`src/design/cpc_pkg.sv`:
```
// Package with constants for the connection policy controller
package cpc_pkg;
    localparam logic [15:0] CPC_LISTEN_PORT_RST  = 16'h2711;
    localparam logic [15:0] CPC_SRC_PORT_FIRST   = 16'hc350;
    localparam logic [15:0] CPC_SRC_PORT_LAST    = 16'hea5f;
    localparam logic [7:0]  CPC_POLICY_RST       = 8'hc0;
    localparam logic [7:0]  CPC_START_CHAR_RST   = 8'h0d;
    localparam logic [7:0]  CPC_CHAR_CONNECTED   = 8'h43;
    localparam logic [7:0]  CPC_CHAR_DISCONNECT  = 8'h44;
    localparam logic [7:0]  CPC_CHAR_UNREACHABLE = 8'h4e;
    localparam logic [7:0]  CPC_ID_VALUE         = 8'h5a; // Arbitrary value
    // Policy byte fields
    localparam int CPC_ACCEPT_MSB = 7;
    localparam int CPC_ACCEPT_LSB = 5;
    localparam int CPC_RESP_BIT   = 4;
    localparam int CPC_START_MSB  = 3;
    localparam int CPC_START_LSB  = 0;
    localparam logic [2:0] CPC_ACC_NEVER  = 3'h0;
    localparam logic [2:0] CPC_ACC_MODEM  = 3'h2;
    localparam logic [2:0] CPC_ACC_ALWAYS = 3'h6;
    localparam logic [3:0] CPC_HOSTLIST_HI = 4'h2;
    // APB register byte offsets
    localparam logic [7:0] CPC_REG_POLICY  = 8'h00;
    localparam logic [7:0] CPC_REG_LISTEN  = 8'h04;
    localparam logic [7:0] CPC_REG_STARTCH = 8'h08;
    localparam logic [7:0] CPC_REG_STATUS  = 8'h0c;
    localparam logic [7:0] CPC_REG_SRCPORT = 8'h10;
    localparam logic [7:0] CPC_REG_ID      = 8'h14;
    // Status bit positions
    localparam int CPC_ST_LINKED   = 0;
    localparam int CPC_ST_MODEM    = 1;
    localparam int CPC_ST_HOSTLIST = 2;
    localparam int CPC_ST_UDP      = 3;
    localparam int CPC_ST_MANUAL   = 4;
    localparam int CPC_ST_AUTO     = 5;
    localparam int CPC_ST_ECHO     = 6;
    localparam int CPC_ST_RESPONLY = 7;
    localparam int CPC_ST_NUMERIC  = 8;
    localparam int CPC_ST_PORTBAD  = 9;

    typedef enum logic [2:0] {
        CPC_START_NONE   = 3'b000,
        CPC_START_ANY    = 3'b001,
        CPC_START_MODEM  = 3'b010,
        CPC_START_CHAR   = 3'b011,
        CPC_START_MANUAL = 3'b100,
        CPC_START_AUTO   = 3'b101,
        CPC_START_UDP    = 3'b110,
        CPC_START_OTHER  = 3'b111
    } cpc_start_t;
endpackage

```
`src/design/cpc_decode_if.sv`:
```
// Interface carrying the decoded policy fields
`timescale 1ns/1ps
interface cpc_decode_if;
    import cpc_pkg::*;
    logic       accept_never;
    logic       accept_modem;
    logic       accept_always;
    logic       respond_chars;
    logic       hostlist;
    logic       modem_mode;
    logic       echo;
    logic       resp_only;
    logic       numeric;
    cpc_start_t start_mode;
    modport producer (output accept_never, accept_modem, accept_always, respond_chars,
                      hostlist, modem_mode, echo, resp_only, numeric, start_mode);
    modport consumer (input accept_never, accept_modem, accept_always, respond_chars,
                      hostlist, modem_mode, echo, resp_only, numeric, start_mode);
endinterface

```
`src/design/cpc_policy_decode.sv`:
```
// Combinational decoder of the connection policy byte
`timescale 1ns/1ps
module cpc_policy_decode
    import cpc_pkg::*;
(
    // Policy byte
    input  wire logic [7:0]  connection_policy_byte_i,
    // Decoded fields
    cpc_decode_if.producer   dec
);
    logic [2:0] acc;
    logic [3:0] st;
    assign acc = connection_policy_byte_i[CPC_ACCEPT_MSB:CPC_ACCEPT_LSB];
    assign st  = connection_policy_byte_i[CPC_START_MSB:CPC_START_LSB];

    always_comb begin
        dec.accept_never  = (acc == CPC_ACC_NEVER);
        dec.accept_modem  = (acc == CPC_ACC_MODEM);
        dec.accept_always = (acc == CPC_ACC_ALWAYS);
        dec.hostlist      = (connection_policy_byte_i[7:4] == CPC_HOSTLIST_HI);
        dec.modem_mode    = connection_policy_byte_i[2] && connection_policy_byte_i[1]
                            && !connection_policy_byte_i[5] && !dec.hostlist;
        dec.echo          = dec.modem_mode && connection_policy_byte_i[4];
        dec.resp_only     = dec.modem_mode && !connection_policy_byte_i[4]
                            && connection_policy_byte_i[3];
        dec.numeric       = dec.modem_mode && connection_policy_byte_i[0];
        dec.respond_chars = connection_policy_byte_i[CPC_RESP_BIT]
                            && !dec.modem_mode && !dec.hostlist;
        case (st)
            4'h0: dec.start_mode = CPC_START_NONE;
            4'h1: dec.start_mode = CPC_START_ANY;
            4'h2: dec.start_mode = CPC_START_MODEM;
            4'h3: dec.start_mode = CPC_START_CHAR;
            4'h4: dec.start_mode = CPC_START_MANUAL;
            4'h5: dec.start_mode = CPC_START_AUTO;
            4'hc: dec.start_mode = CPC_START_UDP;
            default: dec.start_mode = CPC_START_OTHER;
        endcase
        if (dec.hostlist || dec.modem_mode) begin
            dec.start_mode = CPC_START_OTHER;
        end
    end
endmodule

```
`src/design/cpc_connection_policy.sv`:
```
// Connection policy controller top with APB registers
// Summary of operation
// - Listening port register, reset value 10001
// - Port zero: source port 50000..59999 wraps
// - Policy byte decoded per field, others ignored
// - Bits 7..5 choose incoming acceptance
// - Never mode refuses all incoming
// - Modem mode accepts only while asserted
// - Always mode accepts when not linked
// - Bit 4 sends C, D, N characters
// - Responses off in modem or hostlist
// - Verbose reporting also sends host address
// - Bits 3..0 choose startup kind
// - Modem mode echo, response, numeric flags
// - No startup never requests outgoing
// - Any character requests outgoing
// - Modem input rising edge requests outgoing
// - Start character requests, default CR
`timescale 1ns/1ps
module cpc_connection_policy
    import cpc_pkg::*;
(
    // Clock and reset
    input  wire logic        sys_clk_i,
    input  wire logic        resetn_i,
    input  wire logic        cfg_clear_i,
    // APB slave
    input  wire logic        psel_i,
    input  wire logic        penable_i,
    input  wire logic        pwrite_i,
    input  wire logic [7:0]  paddr_i,
    input  wire logic [31:0] pwdata_i,
    output logic      [31:0] prdata_o,
    output logic             pready_o,
    output logic             pslverr_o,
    // Modem control pin
    input  wire logic        modem_ctrl_i,
    // Serial receive side
    input  wire logic        rx_valid_i,
    input  wire logic [7:0]  rx_data_i,
    // Network side events
    input  wire logic        net_conn_req_i,
    input  wire logic [31:0] net_peer_addr_i,
    input  wire logic        net_connected_i,
    input  wire logic        net_disconnected_i,
    input  wire logic        net_unreachable_i,
    input  wire logic        net_linked_i,
    input  wire logic        net_new_conn_i,
    // Network side answers
    output logic             net_accept_o,
    output logic             net_refuse_o,
    output logic             net_connect_req_o,
    output logic      [15:0] local_port_o,
    // Serial transmit side
    output logic             tx_valid_o,
    output logic      [7:0]  tx_data_o,
    input  wire logic        tx_ready_i
);
    cpc_decode_if dec ();

    // Registers
    logic [7:0]  policy;
    logic [15:0] listen_port;
    logic [7:0]  start_char;
    logic        verbose;
    logic [15:0] src_port;
    logic [31:0] prdata;
    logic        pready;
    logic        pslverr;
    logic [2:0]  mc_sync;
    logic        mc_level;
    logic        accept;
    logic        refuse;
    logic        conn_req;
    logic        tx_valid;
    logic [7:0]  tx_data;
    logic [15:0] local_port;
    logic [31:0] peer_addr;
    logic [2:0]  addr_left;

    logic [7:0]  next_policy;
    logic [15:0] next_listen_port;
    logic [7:0]  next_start_char;
    logic        next_verbose;
    logic [15:0] next_src_port;
    logic [31:0] next_prdata;
    logic        next_pready;
    logic        next_pslverr;
    logic [2:0]  next_mc_sync;
    logic        next_mc_level;
    logic        next_accept;
    logic        next_refuse;
    logic        next_conn_req;
    logic        next_tx_valid;
    logic [7:0]  next_tx_data;
    logic [31:0] next_peer_addr;
    logic [2:0]  next_addr_left;
    logic [15:0] next_local_port;

    logic        wr_en;
    logic        rd_en;
    logic        mc_rise;
    logic [9:0]  status;

    function automatic logic port_reserved(input logic [15:0] p);
        port_reserved = (p <= 16'h0400) || (p == 16'h270f)
                        || (p >= 16'h36b0 && p <= 16'h36b9)
                        || (p == 16'h77f0) || (p == 16'h77fe);
    endfunction

    cpc_policy_decode u_decode (
        .connection_policy_byte_i (policy),
        .dec                      (dec)
    );

    assign wr_en = psel_i && penable_i && pwrite_i && pready;
    assign rd_en = psel_i && !penable_i && !pwrite_i;

    assign status = {port_reserved(listen_port) && (listen_port != 16'h0000), dec.numeric,
                     dec.resp_only, dec.echo, (dec.start_mode == CPC_START_AUTO),
                     (dec.start_mode == CPC_START_MANUAL), (dec.start_mode == CPC_START_UDP),
                     dec.hostlist, mc_level, net_linked_i};

    // Modem input edge: second and third stage agree
    assign mc_rise = (mc_sync[2] == mc_sync[1]) && mc_sync[1] && !mc_level;

    always_comb begin
        next_policy      = policy;
        next_listen_port = listen_port;
        next_start_char  = start_char;
        next_verbose     = verbose;
        next_src_port    = src_port;
        next_prdata      = prdata;
        next_pready      = psel_i && !penable_i;
        next_pslverr     = 1'b0;
        next_mc_sync     = {mc_sync[1:0], modem_ctrl_i};
        next_mc_level    = (mc_sync[2] == mc_sync[1]) ? mc_sync[1] : mc_level;
        next_accept      = 1'b0;
        next_refuse      = 1'b0;
        next_conn_req    = 1'b0;
        next_tx_valid    = tx_valid && !tx_ready_i;
        next_tx_data     = tx_data;
        next_peer_addr   = peer_addr;
        next_addr_left   = addr_left;
        // Register writes
        if (wr_en) begin
            case (paddr_i)
                CPC_REG_POLICY:  next_policy = pwdata_i[7:0];
                CPC_REG_LISTEN: begin
                    next_listen_port = pwdata_i[15:0];
                end
                CPC_REG_STARTCH: begin
                    next_start_char = pwdata_i[7:0];
                    next_verbose    = pwdata_i[8];
                end
                default: next_pslverr = 1'b0;
            endcase
        end
        if (psel_i && penable_i && pready) begin
            next_pslverr = !(paddr_i == CPC_REG_POLICY || paddr_i == CPC_REG_LISTEN
                             || paddr_i == CPC_REG_STARTCH || paddr_i == CPC_REG_STATUS
                             || paddr_i == CPC_REG_SRCPORT || paddr_i == CPC_REG_ID);
            next_pslverr = 1'b0;
        end
        if (rd_en) begin
            case (paddr_i)
                CPC_REG_POLICY:  next_prdata = {24'h000000, policy};
                CPC_REG_LISTEN:  next_prdata = {16'h0000, listen_port};
                CPC_REG_STARTCH: next_prdata = {23'h000000, verbose, start_char};
                CPC_REG_STATUS:  next_prdata = {22'h000000, status};
                CPC_REG_SRCPORT: next_prdata = {16'h0000, src_port};
                CPC_REG_ID:      next_prdata = {24'h000000, CPC_ID_VALUE};
                default:         next_prdata = 32'h00000000;
            endcase
        end
        // Incoming acceptance
        if (net_conn_req_i) begin
            if (dec.accept_modem && mc_level && !dec.modem_mode) begin
                next_accept = 1'b1;
            end else if (dec.accept_always && !net_linked_i && !dec.hostlist) begin
                next_accept = 1'b1;
            end else begin
                next_refuse = 1'b1;
            end
        end
        // Outgoing startup
        case (dec.start_mode)
            CPC_START_NONE:  next_conn_req = 1'b0;
            CPC_START_ANY:   next_conn_req = rx_valid_i && !net_linked_i;
            CPC_START_MODEM: next_conn_req = mc_rise && !net_linked_i;
            CPC_START_CHAR:  next_conn_req = rx_valid_i && (rx_data_i == start_char)
                                             && !net_linked_i;
            default:         next_conn_req = 1'b0;
        endcase
        // Source port counter
        if (net_new_conn_i && listen_port == 16'h0000) begin
            next_src_port = (src_port == CPC_SRC_PORT_LAST) ? CPC_SRC_PORT_FIRST
                                                            : src_port + 16'h0001;
        end
        // Character responses
        if (!next_tx_valid && dec.respond_chars) begin
            if (addr_left != 3'h0) begin
                next_tx_valid  = 1'b1;
                next_tx_data   = peer_addr[31:24];
                next_peer_addr = {peer_addr[23:0], 8'h00};
                next_addr_left = addr_left - 3'h1;
            end else if (net_connected_i) begin
                next_tx_valid  = 1'b1;
                next_tx_data   = CPC_CHAR_CONNECTED;
                next_peer_addr = net_peer_addr_i;
                next_addr_left = verbose ? 3'h4 : 3'h0;
            end else if (net_disconnected_i) begin
                next_tx_valid = 1'b1;
                next_tx_data  = CPC_CHAR_DISCONNECT;
            end else if (net_unreachable_i) begin
                next_tx_valid = 1'b1;
                next_tx_data  = CPC_CHAR_UNREACHABLE;
            end
        end
        if (cfg_clear_i) begin
            next_policy      = CPC_POLICY_RST;
            next_listen_port = CPC_LISTEN_PORT_RST;
            next_start_char  = CPC_START_CHAR_RST;
            next_verbose     = 1'b0;
            next_src_port    = CPC_SRC_PORT_FIRST;
            next_tx_valid    = 1'b0;
            next_addr_left   = 3'h0;
            next_conn_req    = 1'b0;
            next_accept      = 1'b0;
            next_refuse      = 1'b0;
        end
        next_local_port = (next_listen_port == 16'h0000) ? next_src_port : next_listen_port;
    end

    always_ff @(posedge sys_clk_i or negedge resetn_i) begin
        if (!resetn_i) begin
            policy      <= CPC_POLICY_RST;
            listen_port <= CPC_LISTEN_PORT_RST;
            start_char  <= CPC_START_CHAR_RST;
            verbose     <= 1'b0;
            src_port    <= CPC_SRC_PORT_FIRST;
            prdata      <= 32'h00000000;
            pready      <= 1'b0;
            pslverr     <= 1'b0;
            mc_sync     <= 3'h0;
            mc_level    <= 1'b0;
            accept      <= 1'b0;
            refuse      <= 1'b0;
            conn_req    <= 1'b0;
            tx_valid    <= 1'b0;
            tx_data     <= 8'h00;
            peer_addr   <= 32'h00000000;
            addr_left   <= 3'h0;
            local_port  <= CPC_LISTEN_PORT_RST;
        end else begin
            policy      <= next_policy;
            listen_port <= next_listen_port;
            start_char  <= next_start_char;
            verbose     <= next_verbose;
            src_port    <= next_src_port;
            prdata      <= next_prdata;
            pready      <= next_pready;
            pslverr     <= next_pslverr;
            mc_sync     <= next_mc_sync;
            mc_level    <= next_mc_level;
            accept      <= next_accept;
            refuse      <= next_refuse;
            conn_req    <= next_conn_req;
            tx_valid    <= next_tx_valid;
            tx_data     <= next_tx_data;
            peer_addr   <= next_peer_addr;
            addr_left   <= next_addr_left;
            local_port  <= next_local_port;
        end
    end

    // Outputs straight from flip-flops
    assign prdata_o          = prdata;
    assign pready_o          = pready;
    assign pslverr_o         = pslverr;
    assign net_accept_o      = accept;
    assign net_refuse_o      = refuse;
    assign net_connect_req_o = conn_req;
    assign local_port_o      = local_port;
    assign tx_valid_o        = tx_valid;
    assign tx_data_o         = tx_data;
endmodule

```
`config.mk`:
```
export PLATFORM = sky130hd
export DESIGN_NAME = cpc_connection_policy
export DESIGN_NICKNAME = d
export VERILOG_FILES = /design/src/design/cpc_pkg.sv /design/src/design/cpc_decode_if.sv /design/src/design/cpc_policy_decode.sv /design/src/design/cpc_connection_policy.sv
export SDC_FILE = /design/constraint.sdc
export NUM_CORES = 1
export LEC_CHECK = 0
export BUFFER_PORTS_ARGS = -buffer_cell sky130_fd_sc_hd__buf_2
export CAP_MARGIN = 20
export CORE_MARGIN = 2
export CORE_UTILIZATION = 40
export CTS_CLUSTER_SIZE = 28
export DETAILED_ROUTE_END_ITERATION = 12
export PLACE_DENSITY = 0.68
export SLEW_MARGIN = 20
export SYNTH_ARGS = -nofsm -noshare
export SYNTH_HDL_FRONTEND = slang
export SYNTH_SLANG_ARGS = --single-unit
```
`constraint.sdc`:
```
create_clock -name sys_clk_i -period 4 [get_ports sys_clk_i]
set_input_delay 0.4 -clock sys_clk_i [delete_from_list [all_inputs] [get_ports sys_clk_i]]
set_output_delay 0.4 -clock sys_clk_i [all_outputs]
set_load 0.02 [all_outputs]
```
# [After elaboration in Yosys (flattened, before gate mapping)]
# Index checks and enable logic that the tools add are counted.
# W data, S select, Z words.
[classes] magnitude_cmp=3 muxes=46 n_reduce_logical=62 n_addsub=2 n_eq_ne=26
[op_table] operator="$mux W16" n=7
[op_table] operator="$pmux W16 S6" n=1
[op_table] operator="$mux W8" n=10
[op_table] operator="$mux W32" n=2
[op_table] operator="$eq A16 B15 Y1 const B" n=2
[op_table] operator="$logic_not A16 Y1" n=2
[op_table] operator="$logic_and A1 B1 Y1" n=29
[op_table] operator="$pmux W3 S7" n=1
[op_table] operator="$mux W1" n=18
[op_table] operator="$mux W3" n=6
[op_table] operator="$add A16 B1 Y16 const B" n=1
[op_table] operator="$eq A16 B14 Y1 const B" n=1
[op_table] operator="$eq A16 B16 Y1 const B" n=1
[op_table] operator="$eq A8 B4 Y1 const B" n=2
[op_table] operator="$eq A8 B5 Y1 const B" n=2
[op_table] operator="$ge A16 B14 Y1 const B" n=1
[op_table] operator="$le A16 B11 Y1 const B" n=1
[op_table] operator="$le A16 B14 Y1 const B" n=1
[op_table] operator="$reduce_bool A16 Y1" n=1
[op_table] operator="$eq A3 B3 Y1 const B" n=4
[op_table] operator="$eq A4 B2 Y1 const B" n=3
[op_table] operator="$logic_not A1 Y1" n=10
[op_table] operator="$reduce_and A2 Y1" n=5
[op_table] operator="$reduce_bool A2 Y1" n=5
[op_table] operator="other kinds (15)" n=23
[word_totals] register_bits=149 input_bits=95 elab_cells=156

# [Depth between registers and ports, before layout]
[logic_depth] depth_word=9 mapped_depth=9

# [Cells and area by module]
# A second synthesis with hierarchy kept.
[unflattened] cells_unflattened=706 area_unflattened_um2=6832.8
[by_module_without_submodules] mod="cpc_connection_policy" area_each_um2=6716.4 cells_each=692 n_inst=1 seq_area_each_um2=3357.0
[by_module_without_submodules] mod="cpc_policy_decode" area_each_um2=116.4 cells_each=14 n_inst=1 seq_area_each_um2=0.0

# [Worst setup path before layout]
# OpenSTA, ideal clock, no wires.
[synth_timing] path_kind="in2reg" start="input paddr_i[4]" end="register local_port[2] (netlist: local_port_o[2])" t_arrival_ps=2173 cell_stages=8 setup_time_ps=90 t_required_ps=3910 setup_slack_ps=1737 path_cell_list="clkbuf_1 -> or4b_4 -> or3_1 -> buf_2 -> nor4_4 -> a31oi_2 -> buf_6 -> o31ai_4"
[synth_via] elab_chain_cells=6
[synth_rtl] element="from (decl)" line_no="cpc_connection_policy.sv:31" text="input wire logic [7:0] paddr_i,"
[synth_rtl] element="$eq A8 B3 Y1 *" line_no="cpc_connection_policy.sv:147" text="case (paddr_i)"
[synth_rtl] element="$mux W16 *" line_no="cpc_connection_policy.sv:147"
[synth_rtl] element="$mux W16 *" line_no="cpc_connection_policy.sv:146" text="if (wr_en) begin"
[synth_rtl] element="$mux W16 *" line_no="cpc_connection_policy.sv:220" text="if (cfg_clear_i) begin"
[synth_rtl] element="$logic_not A16 Y1" line_no="cpc_connection_policy.sv:232" text="next_local_port = (next_listen_port == 16'h0000) ? next_src_port : next_listen_port;"
[synth_rtl] element="$mux W16 *" line_no="cpc_connection_policy.sv:232"
[synth_rtl] element="net next_local_port[2]" line_no="cpc_connection_policy.sv:98" text="logic [15:0] next_local_port;"
[synth_rtl] element="to (signal assigned)" line_no="cpc_connection_policy.sv:273" text="local_port <= next_local_port;"
[synth_rtl] element="to (decl)" line_no="cpc_connection_policy.sv:77" text="logic [15:0] local_port;"
# Mark *: on every way through the listed nets, which the timed path passes. The rest lies on a longest branch.
# A chain may end at the register's enable or synchronous reset.

# [Final worst setup path]
[layout_timing] start="register listen_port[6]" end="register local_port[3] (netlist: local_port_o[3])"
[layout_via] elab_chain_cells=5 word_cells_on_any_way=9
[layout_rtl] element="from (decl)" line_no="cpc_connection_policy.sv:63" text="logic [15:0] listen_port;"
[layout_rtl] element="from (signal assigned)" line_no="cpc_connection_policy.sv:257" text="listen_port <= next_listen_port;"
[layout_rtl] element="$mux W16 or $logic_not A16 Y1 (tied branches)" line_no="cpc_connection_policy.sv:147, cpc_connection_policy.sv:196"
[layout_rtl] element="$mux W16 or $logic_and A1 B1 Y1 (tied branches)" line_no="cpc_connection_policy.sv:146, cpc_connection_policy.sv:196"
[layout_rtl] element="$mux W16 (on tied branches)" line_no="cpc_connection_policy.sv:220, cpc_connection_policy.sv:196"
[layout_rtl] element="$logic_not A16 Y1 or $mux W16 (tied branches)" line_no="cpc_connection_policy.sv:232, cpc_connection_policy.sv:220"
[layout_rtl] element="$mux W16 *" line_no="cpc_connection_policy.sv:232"
[layout_rtl] element="net next_local_port[3]" line_no="cpc_connection_policy.sv:98"
# Marked as above.

==> run metrics <==
status complete, no violations; post-synthesis cell type count 69; Synth Flop Type dfrtp_1; share of layout cells above drive strength 1 25.7%; pin count of the biggest net entering global routing 69; routed vias 5377; CP delay by family, top simple AND/OR/NAND/NOR gates; DR vias/cell 5.27; Setup crit start listen_port[6]; CTS Buf Count 17; R2R Path Start listen_port[6]; vias in the first global route 5220; Clock H-tree levels 4; power per cell area 391 nW/µm²; Chip Width 133 µm; DP Wirelength 12400 µm; Max FO, Critical Path 16; worst min path class input port to asynchronous set/reset pin; total negative slack 0 ns; leakage power 3.95 nW; starting density of the core 40.7%; # IOs 157; logic depth of the worst path, buffers included 5; Yosys warnings 0; PortBufs 123; initial antenna violation count 1; Tot GR Track Use 20.2%; TritonRoute pass-1 iters 5; CTS resizes 0; drt drc 0; Area contributors post-synth dfrtp_1, dfstp_2, mux2i_1; critical path's largest stage delay 0.70 ns; leading area contributor after synthesis dfrtp_1; Final min period 2.62 ns; Clock Tree Root clkbuf_16; WP data required 4.28 ns; Final Non-Filler Cells 1021; number of synthesized flops with an enable pin 0; Buf+Inv Stages, Crit Path 0; Synth top cells by count dfrtp_1, nand2_1, mux2i_1; first-pass GRT wire length 28100 µm; post-place setup slack 0.774 ns; total power 3.16 mW; Mapped Cells 674; fmax 381 MHz; die outline area 17800 µm²; worst-margin pin slew 0.979 ns; # Post-CTS Setup Buffers 0; Worst Setup End Kind flop; max-slew violations 0; Mapped Avg Cell Area 9.95 µm²; count leader, synth dfrtp_1; Crit path arrival time 2.90 ns; maxcap violations 0; row count 47; ys async rst share 100%; critical path startpoint category flop; grt ovf 0; top-area cell type share of the netlist area 41.0%; routed len/inst 16.8 µm; RD Place Congestion 0.916; Longest Clk Path Bufs 2; Layout area overhead 20.6%; final period utilization 65.6%; clk sinks 133; DP Cell Count 987; core box area 16500 µm²; reg2reg path depth 5; crit path kind flop to flop; Final Hold Vio Count 0; synthesized flop and latch total 133; Fillers 1575; Setup WS post-layout 1.38 ns; nets@finish 884; Reg clk slew, reported paths 0.06 ns; worst-path cell chain nor4_1 -> nand2_1 -> nor2_1 -> a31oi_4 -> o32ai_1; skew final 0.00980 ns; peak supply drop 0.285 mV; Final Instance Area 8090 µm²; cts hold-fix bufs 0; setup violators final 0; Critical Path End local_port_o[3]; WL final 17200 µm; DP Area 7450 µm²; slew margin rel. 34.2%; Finished Core Util 49.1%; register area share after synthesis 50.0%; Die Span Y 133 µm; 1st-iter DRT viols 394; post-route ant nets 0; worst reg2reg path endpoint local_port_o[3]; Hold Slack 0.0735 ns; unrepaired setup endpoints after global routing false; mapped cell area 6710 µm²; TritonCTS clock tree built; clock latency on the worst-skew pair 0.42 ns; R2R Setup Slk 1.38 ns; slowest cell on the critical path nor4_1
==> power by group <==
part | internal (mW) | leakage [nW] | switching [mW] | total, mW
sequential | 1.35 | 1.77 | 0.00370 | 1.36
combinational | 0.0552 | 1.87 | 0.106 | 0.161
clock | 1.02 | 0.305 | 0.633 | 1.65
total | 2.42 | 3.95 | 0.742 | 3.16
==> layer usage <==
metal  vias to the layer above  global-route usage (%)  share of wire (%)
met5                         -                       0                  0
met4                         0                    6.56                1.6
met3                        20                    5.59                6.7
met2                       182                    31.3                 46
met1                      2564                    27.5                 46
li1                       2611                       -                  -
==> state kept, by name (all words and copies together) (netlist names) <==
name and flops:
tx_valid_o 1, local_port_o 16, net_refuse_o 1, listen_port 16
policy 8, verbose 1, prdata_o 16, net_accept_o 1
mc_level 1, tx_data_o 8, start_char 8, net_connect_req_o 1
pready_o 1, addr_left 3, peer_addr 32, src_port 16
mc_sync 3
==> layout by cell type, fill, tap and decap left out, types with 3 or more instances in the layout <==
| cell type | netlist | layout |
|---|---|---|
| a2111oi_0 | 3 | 3 |
| nor3_1 | 17 | 17 |
| xor2_1 | 6 | 6 |
| clkbuf_16 | 0 | 17 |
| dfstp_2 | 23 | 23 |
| buf_2 | 6 | 122 |
| conb_1 | 1 | 17 |
| a22oi_1 | 12 | 12 |
| inv_6 | 0 | 6 |
| clkinv_4 | 0 | 3 |
| and4_1 | 5 | 5 |
| inv_1 | 16 | 16 |
| nand2_1 | 101 | 101 |
| o21ai_0 | 58 | 58 |
| a31oi_1 | 6 | 6 |
| and3_1 | 8 | 8 |
| bufinv_16 | 0 | 3 |
| nor4_1 | 11 | 11 |
| xnor2_1 | 12 | 12 |
| a2bb2oi_1 | 3 | 3 |
| o22ai_1 | 8 | 8 |
| a21oi_1 | 10 | 10 |
| nand3_1 | 9 | 9 |
| o21bai_1 | 5 | 5 |
| mux2i_1 | 60 | 60 |
| or4_1 | 3 | 3 |
| buf_4 | 18 | 8 |
| o32ai_1 | 6 | 6 |
| nor2_1 | 51 | 51 |
| dfrtp_1 | 110 | 110 |
| nand4_1 | 14 | 14 |
| nor2b_1 | 3 | 3 |
| nor4_2 | 3 | 3 |
| nand2b_1 | 6 | 6 |
| nand3b_1 | 4 | 4 |
==> worst min path at each step <==
stage                 startpoint           end  slack (ns)  cells after the start
global route        modem_ctrl_i    mc_sync[0]        0.08                      1
detailed placement    mc_sync[0]    mc_sync[1]        0.34                      0
floorplan               resetn_i  addr_left[0]        0.10                      0
global placement      mc_sync[0]    mc_sync[1]        0.34                      0
CTS                 modem_ctrl_i    mc_sync[0]        0.07                      1
finish                  resetn_i  peer_addr[7]        0.07                      1
==> logic make-up after synthesis <==
logic type | Yosys count | synth area share [%]
AND/OR/NAND/NOR | 251 | 18.6
buffers and inverters | 71 | 5.32
adder cells (fa/ha/maj) | 3 | 0.560
other | 1 | 0.0559
flip-flops | 133 | 50.0
XOR/XNOR | 18 | 2.35
multiplexers | 64 | 9.96
AO/OA/AOI/OAI | 133 | 13.1
==> worst register-to-register path, cell delays in order (launching register included) <==
cell	delay [ns]
dfrtp_1	0.44
nor4_1	0.70
nand2_1	0.33
nor2_1	0.27
a31oi_4	0.29
o32ai_1	0.45
==> layout make-up <==
cell class              count  area, µm²  area share, %
diodes                      2       5.00         0.0619
clock buffers              18        439           5.43
clock inverters            14        188           2.32
inverters                  17       63.8          0.789
multi-input cells         486       3070           38.0
flip-flops and latches    133       3360           41.5
well taps                 220        275           3.40
repair buffers            131        691           8.54
(Power assumes the default switching activity.)
